[src/verilog/dpl_defines.vh]
// Purpose: Shared constants for the dual synthesizer control latches
// Assumes: 24-bit serial words, select bits in the two lowest positions
// Notes: Included by bare name from the design files
`ifndef DPL_DEFINES_VH
`define DPL_DEFINES_VH

// ----------------------------------------------------------------
// Word layout
// ----------------------------------------------------------------
`define DPL_WORD_W 24
`define DPL_SEL_HI 1
`define DPL_SEL_LO 0
`define DPL_SEL_IF_REF 2'h0
`define DPL_SEL_IF_FB 2'h1
`define DPL_SEL_RF_REF 2'h2
`define DPL_SEL_RF_FB 2'h3

// ----------------------------------------------------------------
// Reference latch fields
// ----------------------------------------------------------------
`define DPL_CUR_MSB 23
`define DPL_CUR_LSB 21
`define DPL_MODE_MSB 20
`define DPL_MODE_LSB 19
`define DPL_HIZ_BIT 18
`define DPL_SENSE_BIT 17
`define DPL_REF_MSB 15
`define DPL_REF_LSB 2

// ----------------------------------------------------------------
// Feedback latch fields
// ----------------------------------------------------------------
`define DPL_BOOST_BIT 23
`define DPL_SLEEP_BIT 22
`define DPL_PRESC_MSB 21
`define DPL_PRESC_LSB 20
`define DPL_PROG_MSB 19
`define DPL_PROG_LSB 8
`define DPL_SWAL_MSB 7
`define DPL_SWAL_LSB 2

// ----------------------------------------------------------------
// Status pin modes, code is {rf mode bits, if mode bits}
// ----------------------------------------------------------------
`define DPL_MODE_LOW 4'h0
`define DPL_MODE_LD_IF 4'h1
`define DPL_MODE_LD_RF 4'h2
`define DPL_MODE_LD_BOTH 4'h3
`define DPL_MODE_CR_IF 4'h4
`define DPL_MODE_CR_RF 4'h5
`define DPL_MODE_CR_BOTH 4'h6
`define DPL_MODE_FASTLOCK 4'h7

// ----------------------------------------------------------------
// Reset values and fixed settings
// ----------------------------------------------------------------
`define DPL_LATCH_RST 24'h000000
`define DPL_CUR_MAX 3'h7

`endif

[src/verilog/dpl_sync.v]
// Purpose: Two-stage synchronizer with rising-edge detect per bit
// Assumes: Inputs are asynchronous to clk
// Notes: First stage feeds only the second stage
`timescale 1ns/100ps
`default_nettype none

module dpl_sync #(
	parameter W = 5
) (
	input wire clk,
	input wire clk_en,
	input wire reset,
	input wire [W-1:0] async_in,
	output wire [W-1:0] level_out,
	output wire [W-1:0] rise_out
);

	reg [W-1:0] stage1_r;
	reg [W-1:0] stage2_r;
	reg [W-1:0] prev_r;

	// ----------------------------------------------------------------
	// Sampling
	// ----------------------------------------------------------------
	always @(posedge clk) begin
		if (reset) begin
			stage1_r <= {W{1'b0}};
			stage2_r <= {W{1'b0}};
			prev_r <= {W{1'b0}};
		end else if (clk_en) begin
			stage1_r <= async_in;
			stage2_r <= stage1_r;
			prev_r <= stage2_r;
		end
	end

	assign level_out = stage2_r;
	assign rise_out = stage2_r & ~prev_r;

endmodule // dpl_sync

`default_nettype wire

[src/verilog/dpl_control.v]
// Purpose: Serial word capture and control latches of a dual synthesizer
// Assumes: Host pins asynchronous to clk, serial clock well below clk/4
// Notes: Contract
// Contract
// - Select 0,0 loads IF reference latch with 14-bit divide value.
// - Select 0,1 loads IF feedback latch: 6-bit swallow, 12-bit programmable.
// - Select 1,0 loads RF reference latch with 14-bit divide value.
// - Select 1,1 loads RF feedback latch with gain, sleep, prescaler, counters.
// - Per-side polarity bit selects phase detector sense.
// - Per-side three-state bit at 1 puts charge pump in high impedance.
// - Per-side 3-bit current field in reference latch sets pump current.
// - Analog lock detect: status pin high with narrow low pulses when locked.
// - Combined lock detect shows lock only while both loops locked.
// - Counter reset modes hold counters and three-state pump per side.
// - On reset release feedback counter restarts aligned to reference counter.
// - Fastlock mode drives status pin low while RF gain bit is 1.
// - IF gain bit 1 forces max current and grounds fast-settle pin.
// - IF sleep with pump enabled: three-state first, then power down.
// - IF sleep with pump already three-state: power down at the strobe.
// - RF sleep with pump enabled: three-state first, then power down.
// - RF sleep with pump already three-state: power down at the strobe.
// - Power-down holds dividers in load state and isolates input section.
// - Reference input disabled only when both sides are powered down.
// - Shift register and latches keep working in every power-down mode.
// - Latching sleep 0 returns the side to operation at once.
// - Data sampled on serial clock rise, word latched on strobe rise.
// - RF fastlock lasts until the RF gain bit is written 0.
`timescale 1ns/100ps
`default_nettype none
`include "dpl_defines.vh"

module dpl_control (
	input wire clk,
	input wire reset,
	input wire clk_en,
	input wire serial_clk,
	input wire serial_in,
	input wire load_strobe,
	input wire if_pfd_active,
	input wire rf_pfd_active,
	output wire [13:0] if_reference_divider,
	output wire [5:0] if_swallow_count,
	output wire [11:0] if_program_count,
	output wire [1:0] if_prescale_sel,
	output wire if_detector_sense,
	output reg [2:0] if_pump_current,
	output reg if_pump_hiz,
	output reg if_counter_hold,
	output reg if_div_resync,
	output reg if_powered_down,
	output wire [13:0] rf_reference_divider,
	output wire [5:0] rf_swallow_count,
	output wire [11:0] rf_program_count,
	output wire [1:0] rf_prescale_sel,
	output wire rf_detector_sense,
	output reg [2:0] rf_pump_current,
	output reg rf_pump_hiz,
	output reg rf_counter_hold,
	output reg rf_div_resync,
	output reg rf_powered_down,
	output reg reference_input_disable,
	output reg multiplexed_status_pin,
	output reg fast_settle_switch_pin,
	output reg fast_settle_switch_oe,
	output reg outputs_active
);

	// ----------------------------------------------------------------
	// Power-down states
	// ----------------------------------------------------------------
	localparam [2:0] PD_RUN = 3'b001;
	localparam [2:0] PD_HIZ = 3'b010;
	localparam [2:0] PD_OFF = 3'b100;

	function [2:0] pd_next;
		input [2:0] state;
		input sleep;
		input hiz;
		begin
			case (state)
				PD_RUN: begin
					if (!sleep)
						pd_next = PD_RUN;
					else if (hiz)
						pd_next = PD_OFF;
					else
						pd_next = PD_HIZ;
				end
				PD_HIZ: begin
					pd_next = sleep ? PD_OFF : PD_RUN;
				end
				PD_OFF: begin
					pd_next = sleep ? PD_OFF : PD_RUN;
				end
				default: begin
					pd_next = PD_RUN;
				end
			endcase
		end
	endfunction

	// ----------------------------------------------------------------
	// Pin synchronizers
	// ----------------------------------------------------------------
	wire [4:0] pin_level;
	wire [4:0] pin_rise;

	dpl_sync #(
		.W(5)
	) u_sync (
		.clk(clk),
		.clk_en(clk_en),
		.reset(reset),
		.async_in({rf_pfd_active, if_pfd_active, load_strobe, serial_clk, serial_in}),
		.level_out(pin_level),
		.rise_out(pin_rise)
	);

	wire serial_in_s = pin_level[0];
	wire sclk_rise = pin_rise[1];
	wire strobe_rise = pin_rise[2];
	wire if_act_s = pin_level[3];
	wire rf_act_s = pin_level[4];

	// ----------------------------------------------------------------
	// Shift register and latches
	// ----------------------------------------------------------------
	reg [`DPL_WORD_W-1:0] shift_r;
	reg [`DPL_WORD_W-1:0] if_ref_r;
	reg [`DPL_WORD_W-1:0] if_fb_r;
	reg [`DPL_WORD_W-1:0] rf_ref_r;
	reg [`DPL_WORD_W-1:0] rf_fb_r;
	reg [3:0] seen_r;

	wire latch_select_hi = shift_r[`DPL_SEL_HI];
	wire latch_select_lo = shift_r[`DPL_SEL_LO];

	always @(posedge clk) begin
		if (reset) begin
			shift_r <= `DPL_LATCH_RST;
			if_ref_r <= `DPL_LATCH_RST;
			if_fb_r <= `DPL_LATCH_RST;
			rf_ref_r <= `DPL_LATCH_RST;
			rf_fb_r <= `DPL_LATCH_RST;
			seen_r <= 4'h0;
		end else if (clk_en) begin
			if (sclk_rise) begin
				shift_r <= {shift_r[`DPL_WORD_W-2:0], serial_in_s};
			end
			if (strobe_rise) begin
				case ({latch_select_hi, latch_select_lo})
					`DPL_SEL_IF_REF: begin
						if_ref_r <= shift_r;
						seen_r[0] <= 1'b1;
					end
					`DPL_SEL_IF_FB: begin
						if_fb_r <= shift_r;
						seen_r[1] <= 1'b1;
					end
					`DPL_SEL_RF_REF: begin
						rf_ref_r <= shift_r;
						seen_r[2] <= 1'b1;
					end
					`DPL_SEL_RF_FB: begin
						rf_fb_r <= shift_r;
						seen_r[3] <= 1'b1;
					end
					default: begin
						seen_r <= seen_r;
					end
				endcase
			end
		end
	end

	// ----------------------------------------------------------------
	// Divider and setting fields
	// ----------------------------------------------------------------
	assign if_reference_divider = if_ref_r[`DPL_REF_MSB:`DPL_REF_LSB];
	assign rf_reference_divider = rf_ref_r[`DPL_REF_MSB:`DPL_REF_LSB];
	assign if_swallow_count = if_fb_r[`DPL_SWAL_MSB:`DPL_SWAL_LSB];
	assign if_program_count = if_fb_r[`DPL_PROG_MSB:`DPL_PROG_LSB];
	assign rf_swallow_count = rf_fb_r[`DPL_SWAL_MSB:`DPL_SWAL_LSB];
	assign rf_program_count = rf_fb_r[`DPL_PROG_MSB:`DPL_PROG_LSB];
	assign if_prescale_sel = if_fb_r[`DPL_PRESC_MSB:`DPL_PRESC_LSB];
	assign rf_prescale_sel = rf_fb_r[`DPL_PRESC_MSB:`DPL_PRESC_LSB];
	assign if_detector_sense = if_ref_r[`DPL_SENSE_BIT];
	assign rf_detector_sense = rf_ref_r[`DPL_SENSE_BIT];

	wire if_pump_hiz_bit = if_ref_r[`DPL_HIZ_BIT];
	wire rf_pump_hiz_bit = rf_ref_r[`DPL_HIZ_BIT];
	wire if_pump_boost = if_fb_r[`DPL_BOOST_BIT];
	wire rf_pump_boost = rf_fb_r[`DPL_BOOST_BIT];
	wire if_sleep = if_fb_r[`DPL_SLEEP_BIT];
	wire rf_sleep = rf_fb_r[`DPL_SLEEP_BIT];
	wire [3:0] mode = {rf_ref_r[`DPL_MODE_MSB:`DPL_MODE_LSB],
		if_ref_r[`DPL_MODE_MSB:`DPL_MODE_LSB]};

	// ----------------------------------------------------------------
	// Power-down sequencing
	// ----------------------------------------------------------------
	reg [2:0] if_pd_r;
	reg [2:0] rf_pd_r;
	wire [2:0] if_pd_nxt = pd_next(if_pd_r, if_sleep, if_pump_hiz_bit);
	wire [2:0] rf_pd_nxt = pd_next(rf_pd_r, rf_sleep, rf_pump_hiz_bit);

	always @(posedge clk) begin
		if (reset) begin
			if_pd_r <= PD_RUN;
			rf_pd_r <= PD_RUN;
		end else if (clk_en) begin
			if_pd_r <= if_pd_nxt;
			rf_pd_r <= rf_pd_nxt;
		end
	end

	// ----------------------------------------------------------------
	// Output decode
	// ----------------------------------------------------------------
	reg [2:0] if_pump_current_nxt;
	reg [2:0] rf_pump_current_nxt;
	reg if_pump_hiz_nxt;
	reg rf_pump_hiz_nxt;
	reg if_counter_hold_nxt;
	reg rf_counter_hold_nxt;
	reg if_cnt_rst;
	reg rf_cnt_rst;
	reg status_nxt;
	reg active_nxt;

	always @* begin
		active_nxt = &seen_r;
		if_cnt_rst = (mode == `DPL_MODE_CR_IF) || (mode == `DPL_MODE_CR_BOTH);
		rf_cnt_rst = (mode == `DPL_MODE_CR_RF) || (mode == `DPL_MODE_CR_BOTH);
		if_pump_current_nxt = if_pump_boost ? `DPL_CUR_MAX :
			if_ref_r[`DPL_CUR_MSB:`DPL_CUR_LSB];
		rf_pump_current_nxt = rf_pump_boost ? `DPL_CUR_MAX :
			rf_ref_r[`DPL_CUR_MSB:`DPL_CUR_LSB];
		if_pump_hiz_nxt = if_pump_hiz_bit || if_cnt_rst || (if_pd_nxt != PD_RUN) ||
			!active_nxt;
		rf_pump_hiz_nxt = rf_pump_hiz_bit || rf_cnt_rst || (rf_pd_nxt != PD_RUN) ||
			!active_nxt;
		if_counter_hold_nxt = if_cnt_rst || (if_pd_nxt == PD_OFF) || !active_nxt;
		rf_counter_hold_nxt = rf_cnt_rst || (rf_pd_nxt == PD_OFF) || !active_nxt;
		case (mode)
			`DPL_MODE_LD_IF: begin
				status_nxt = !if_act_s;
			end
			`DPL_MODE_LD_RF: begin
				status_nxt = !rf_act_s;
			end
			`DPL_MODE_LD_BOTH: begin
				status_nxt = !(if_act_s || rf_act_s);
			end
			`DPL_MODE_FASTLOCK: begin
				status_nxt = !rf_pump_boost;
			end
			default: begin
				status_nxt = 1'b0;
			end
		endcase
	end

	always @(posedge clk) begin
		if (reset) begin
			if_pump_current <= 3'h0;
			rf_pump_current <= 3'h0;
			if_pump_hiz <= 1'b1;
			rf_pump_hiz <= 1'b1;
			if_counter_hold <= 1'b1;
			rf_counter_hold <= 1'b1;
			if_div_resync <= 1'b0;
			rf_div_resync <= 1'b0;
			if_powered_down <= 1'b0;
			rf_powered_down <= 1'b0;
			reference_input_disable <= 1'b0;
			multiplexed_status_pin <= 1'b0;
			fast_settle_switch_pin <= 1'b0;
			fast_settle_switch_oe <= 1'b0;
			outputs_active <= 1'b0;
		end else if (clk_en) begin
			if_pump_current <= if_pump_current_nxt;
			rf_pump_current <= rf_pump_current_nxt;
			if_pump_hiz <= if_pump_hiz_nxt;
			rf_pump_hiz <= rf_pump_hiz_nxt;
			if_counter_hold <= if_counter_hold_nxt;
			rf_counter_hold <= rf_counter_hold_nxt;
			if_div_resync <= if_counter_hold && !if_counter_hold_nxt;
			rf_div_resync <= rf_counter_hold && !rf_counter_hold_nxt;
			if_powered_down <= (if_pd_nxt == PD_OFF);
			rf_powered_down <= (rf_pd_nxt == PD_OFF);
			reference_input_disable <= (if_pd_nxt == PD_OFF) &&
				(rf_pd_nxt == PD_OFF);
			multiplexed_status_pin <= status_nxt;
			fast_settle_switch_pin <= 1'b0;
			fast_settle_switch_oe <= if_pump_boost || rf_pump_boost;
			outputs_active <= active_nxt;
		end
	end

endmodule // dpl_control

`default_nettype wire

[config.mk]
export PLATFORM = sky130hd
export DESIGN_NAME = dpl_control
export DESIGN_NICKNAME = d
export VERILOG_FILES = /design/src/verilog/dpl_sync.v /design/src/verilog/dpl_control.v
export VERILOG_INCLUDE_DIRS = /design/src /design/src/verilog
export SDC_FILE = /design/constraint.sdc
export NUM_CORES = 1
export LEC_CHECK = 0
export BUFFER_PORTS_ARGS = -buffer_cell sky130_fd_sc_hd__buf_2
export CAP_MARGIN = 15
export CORE_MARGIN = 2
export CORE_UTILIZATION = 35
export DETAILED_ROUTE_END_ITERATION = 10
export GPL_ROUTABILITY_DRIVEN = 0
export MAX_ROUTING_LAYER = met4
export SLEW_MARGIN = 20
export SYNTH_ARGS = -nofsm -noshare
export SYNTH_HDL_FRONTEND = slang
export SYNTH_SLANG_ARGS = --single-unit
[constraint.sdc]
create_clock -name clk -period 4 [get_ports clk]
set_input_delay 0.8 -clock clk [delete_from_list [all_inputs] [get_ports clk]]
set_output_delay 0.8 -clock clk [all_outputs]
set_load 0.05 [all_outputs]
==> summary.md <==
- finished clean — status
- 4 — H-tree levels
- 50.7% — Clock Power Share
- 0.42 ns — clock latency reported for the late side of the worst-skew pair
- rf_ref_r[12] — R2R Path End
- 1.41 ns — pre-CTS setup slack
- 313 µV — peak ir drop on the vdd network
- rf_fb_r[17] — endpoint of the worst hold path
- 0 — remaining antenna violation count
- 0 — # resized after CTS
- 0 ns — Post-Route Setup TNS
- 54.0% — ratio of final minimum period to clock period
- sky130_fd_sc_hd__dfxtp_1 50%, sky130_fd_sc_hd__nand2_1 14%, sky130_fd_sc_hd__a21oi_1 10% — Synth area leaders
- 0 — number of failing setup endpoints in the final timing report
- 2 — Bufs on Longest Clock Path
- 0 — final hold violation count
- 0 — count of flip-flops with a built-in enable after synthesis
- reg -> reg — kind of path behind the tightest hold check
- 4.27 ns — data required time at the worst endpoint
- false — RSZ-0062 raised after global routing
- 2.7% — combinational group share of total power
- 0 — remaining global-route overflow
- 47 — num rows
- 6000 µm² — area of the mapped netlist
- 17 — total CTS buffers
- 135 µm — Die Y
- 20.9% — met1 layer usage reported by global route
- 740 — Syn Nets
- u_sync.level_out[2] — critical register-to-register path startpoint
- done — clock tree from TritonCTS
- 8830 µm — DP Wirelength
- sky130_fd_sc_hd__or2_1 — CP max stage cell
- sky130_fd_sc_hd__nand2_1 — most frequent standard cell in the layout excluding fill and tap cells
- 16600 µm² — core outline area
- 732 — number of instances in the synthesized netlist
- 21.5% — switching share of power
- 135 µm — Die Wd
- 2.16 ns — final critical-path required period
- 5 — total iterations of the first detailed-routing run
- 0% — Synth async-reset ratio
- 14.3 µm — DR WL/cell
- 150 — number of synthesized register bits
- 15.9% — GRT Resource Usage Total
- buf_2, buf_4, nand2_1, or2_1, nand2_1, a21oi_1 — CP Cell Sequence
- 150 — Clock Sinks
- sky130_fd_sc_hd__clkbuf_16 — cell at the root of the clock tree
- 745 — nets
- 22100 µm — wire length of the first global-routing pass
- input port — Startpoint Class
- 2.54 mW — Internal Dissipation
- 1.84 ns — least setup slack across all paths after layout
- 4 — Worst Reg2Reg Path Length in Cells
- 95 — Port Buf Inserts
- 0 — Post-route DRC
- 93 — maximum number of pins on one net before global-route repair
- 2.55 nW — cell leakage power
- 8.19 µm² — mean cell area of the mapped netlist
- 0.0115 ns — clock tree skew after final layout
- in -> reg — category of the most critical setup path
- 463 MHz — highest clock frequency the design can meet
- 0 — hold buffers post-CTS
- 0 — fin. max-slew vios
- 0 — number of antenna violations at the first check in global routing
- met2 — layer with the highest usage
- 36.0% — initial cell density of the core
- 23.9% — grt met2 use
- 50.1% — share of the yosys chip area belonging to registers
- 0 — Inserted Diodes
- 4.67 — average vias per placed instance
- flop — endpoint type of the worst setup path
- 46.6% — sequential power share
- 40.2% — fin util
- 231 x sky130_fd_sc_hd__nand2_1, 150 x sky130_fd_sc_hd__dfxtp_1, 121 x sky130_fd_sc_hd__a21oi_1 — highest-count cells in the layout ignoring fill and taps
- sky130_fd_sc_hd__nand2_1 — most common cell type on the critical path
- 50.1% — area fraction of the dominant cell type after synthesis
- 18.5% — share of layout cells above drive strength 1
- 485 nW/µm² — pwr/cell area
- 18200 µm² — die area
- 0.06 ns — clock slew at the register clock pins of the worst setup and hold paths
- 4101 — via count of the first global-routing pass
- 0 — # Post-CTS Setup Buffers
- 30.0% — worst max-slew margin expressed relative to the limit
- 0.58 ns — maximum cell stage delay along the critical path
- 13900 µm — final routed wirelength across all metal layers
- 406 — initial drt markers
- 1.05 ns — transition time at the pin with the least slew margin
- 0 — max_cap viols
- 4.28% — met3 track demand over resource
- 698 µW — Net Sw Power
- rf_fb_r[17] — Hold Path Origin
- sky130_fd_sc_hd__dfxtp_1 — largest area contributor in the netlist
- 1706 — number of fill cells
- 2.43 ns — worst path arrival time
- 0 — number of warnings reported in the yosys synthesis log
- 2 — hold path cells
- 97 — I/O pin total
- 49 — number of unique standard cell types used by synthesis
- 35 — Crit Path Max Fanout
- 2.07 ns — internal reg-to-reg setup slack
- 4530 — Via Count
- sky130_fd_sc_hd__dfxtp_1 — primary flip-flop cell chosen by synthesis mapping
- 11.5% — synthesis-to-finish area growth
[critical path: cells and delay by family]
kind	cells	cell delay, ns
AND/OR/NAND/NOR	3	0.96
buffers and inverters	2	0.57
AO/OA/AOI/OAI	1	0.08
[cells by family (layout without fill, tap and decap cells)]
logic type      after synthesis  after routing  synth area share, %
simple gates                304            304                 21.5
flops                       150            150                 50.1
compound gates              145            145                 13.5
buf+inv                     117            135                 12.4
mux                          12             12                 2.00
xor+xnor                      3              3                0.438
other cells                   1              1               0.0625
[Yosys cell counts (all sizes together), types with 4 or more instances]
| cell | n |
|---|---|
| nor2 | 40 |
| nand2b | 4 |
| nor3b | 5 |
| nand2 | 231 |
| dfxtp | 150 |
| a21oi | 121 |
| buf | 94 |
| a211oi | 4 |
| clkbuf | 21 |
| mux2i | 12 |
| o22ai | 5 |
[cell type report]
| cell class | instances | area [µm²] | share of cell area [%] |
|---|---|---|---|
| clock buffers | 22 | 464 | 6.94 |
| clock inverters | 10 | 145 | 2.17 |
| inverters | 2 | 7.51 | 0.112 |
| multi-input cells | 465 | 2250 | 33.7 |
| flip-flops and latches | 150 | 3000 | 44.9 |
| well taps | 220 | 275 | 4.12 |
| repair buffers | 101 | 536 | 8.01 |
[power by group through the flow]
stage / Sequential [mW] / Combinational [mW] / Clock (mW)
2_1_floorplan: 1.56 / 0.0532 / 0
3_3_place_gp: 1.54 / 0.0874 / 0
3_5_place_dp: 1.54 / 0.0875 / 0
4_1_cts: 1.51 / 0.0876 / 1.68
5_1_grt: 1.51 / 0.0950 / 1.74
6_report: 1.51 / 0.0868 / 1.64
[per-layer routing]
layer,wire length (µm),up-vias
met5,0,-
met4,97,0
met3,631,6
met2,6560,89
met1,6600,2097
li1,-,2338
[state kept, by name, summed over array words and instances (netlist names), 4 cells and up]
name and flops:
shift_r 24, if_fb_r 22, rf_fb_r 22, if_ref_r 21, rf_ref_r 21, u_sync.level_out 5
u_sync.stage1_r 5, seen_r 4
[through the flow]
step	area [µm²]	total power, mW	std cells	hold slack, ns
2_1_floorplan	6000	1.61	732	0.431
3_5_place_dp	6080	1.63	938	0.446
3_3_place_gp	6080	1.63	938	0.441
5_1_grt	6690	3.34	970	0.466
4_1_cts	6690	3.28	970	0.454
6_report	6690	3.24	970	0.449
[worst max path at each step]
stage / depth (start not counted) / start / endpoint / slack [ns]
after CTS: 6 / clk_en / shift_r[0] / 1.84
after detailed placement: 6 / clk_en / shift_r[0] / 1.41
final: 6 / clk_en / shift_r[7] / 1.84
after global placement: 6 / clk_en / shift_r[6] / 1.44
after floorplan: 4 / reset / if_pump_current[0] / 2.33
after global routing: 6 / clk_en / shift_r[5] / 1.70
(Power assumes the default switching activity.)
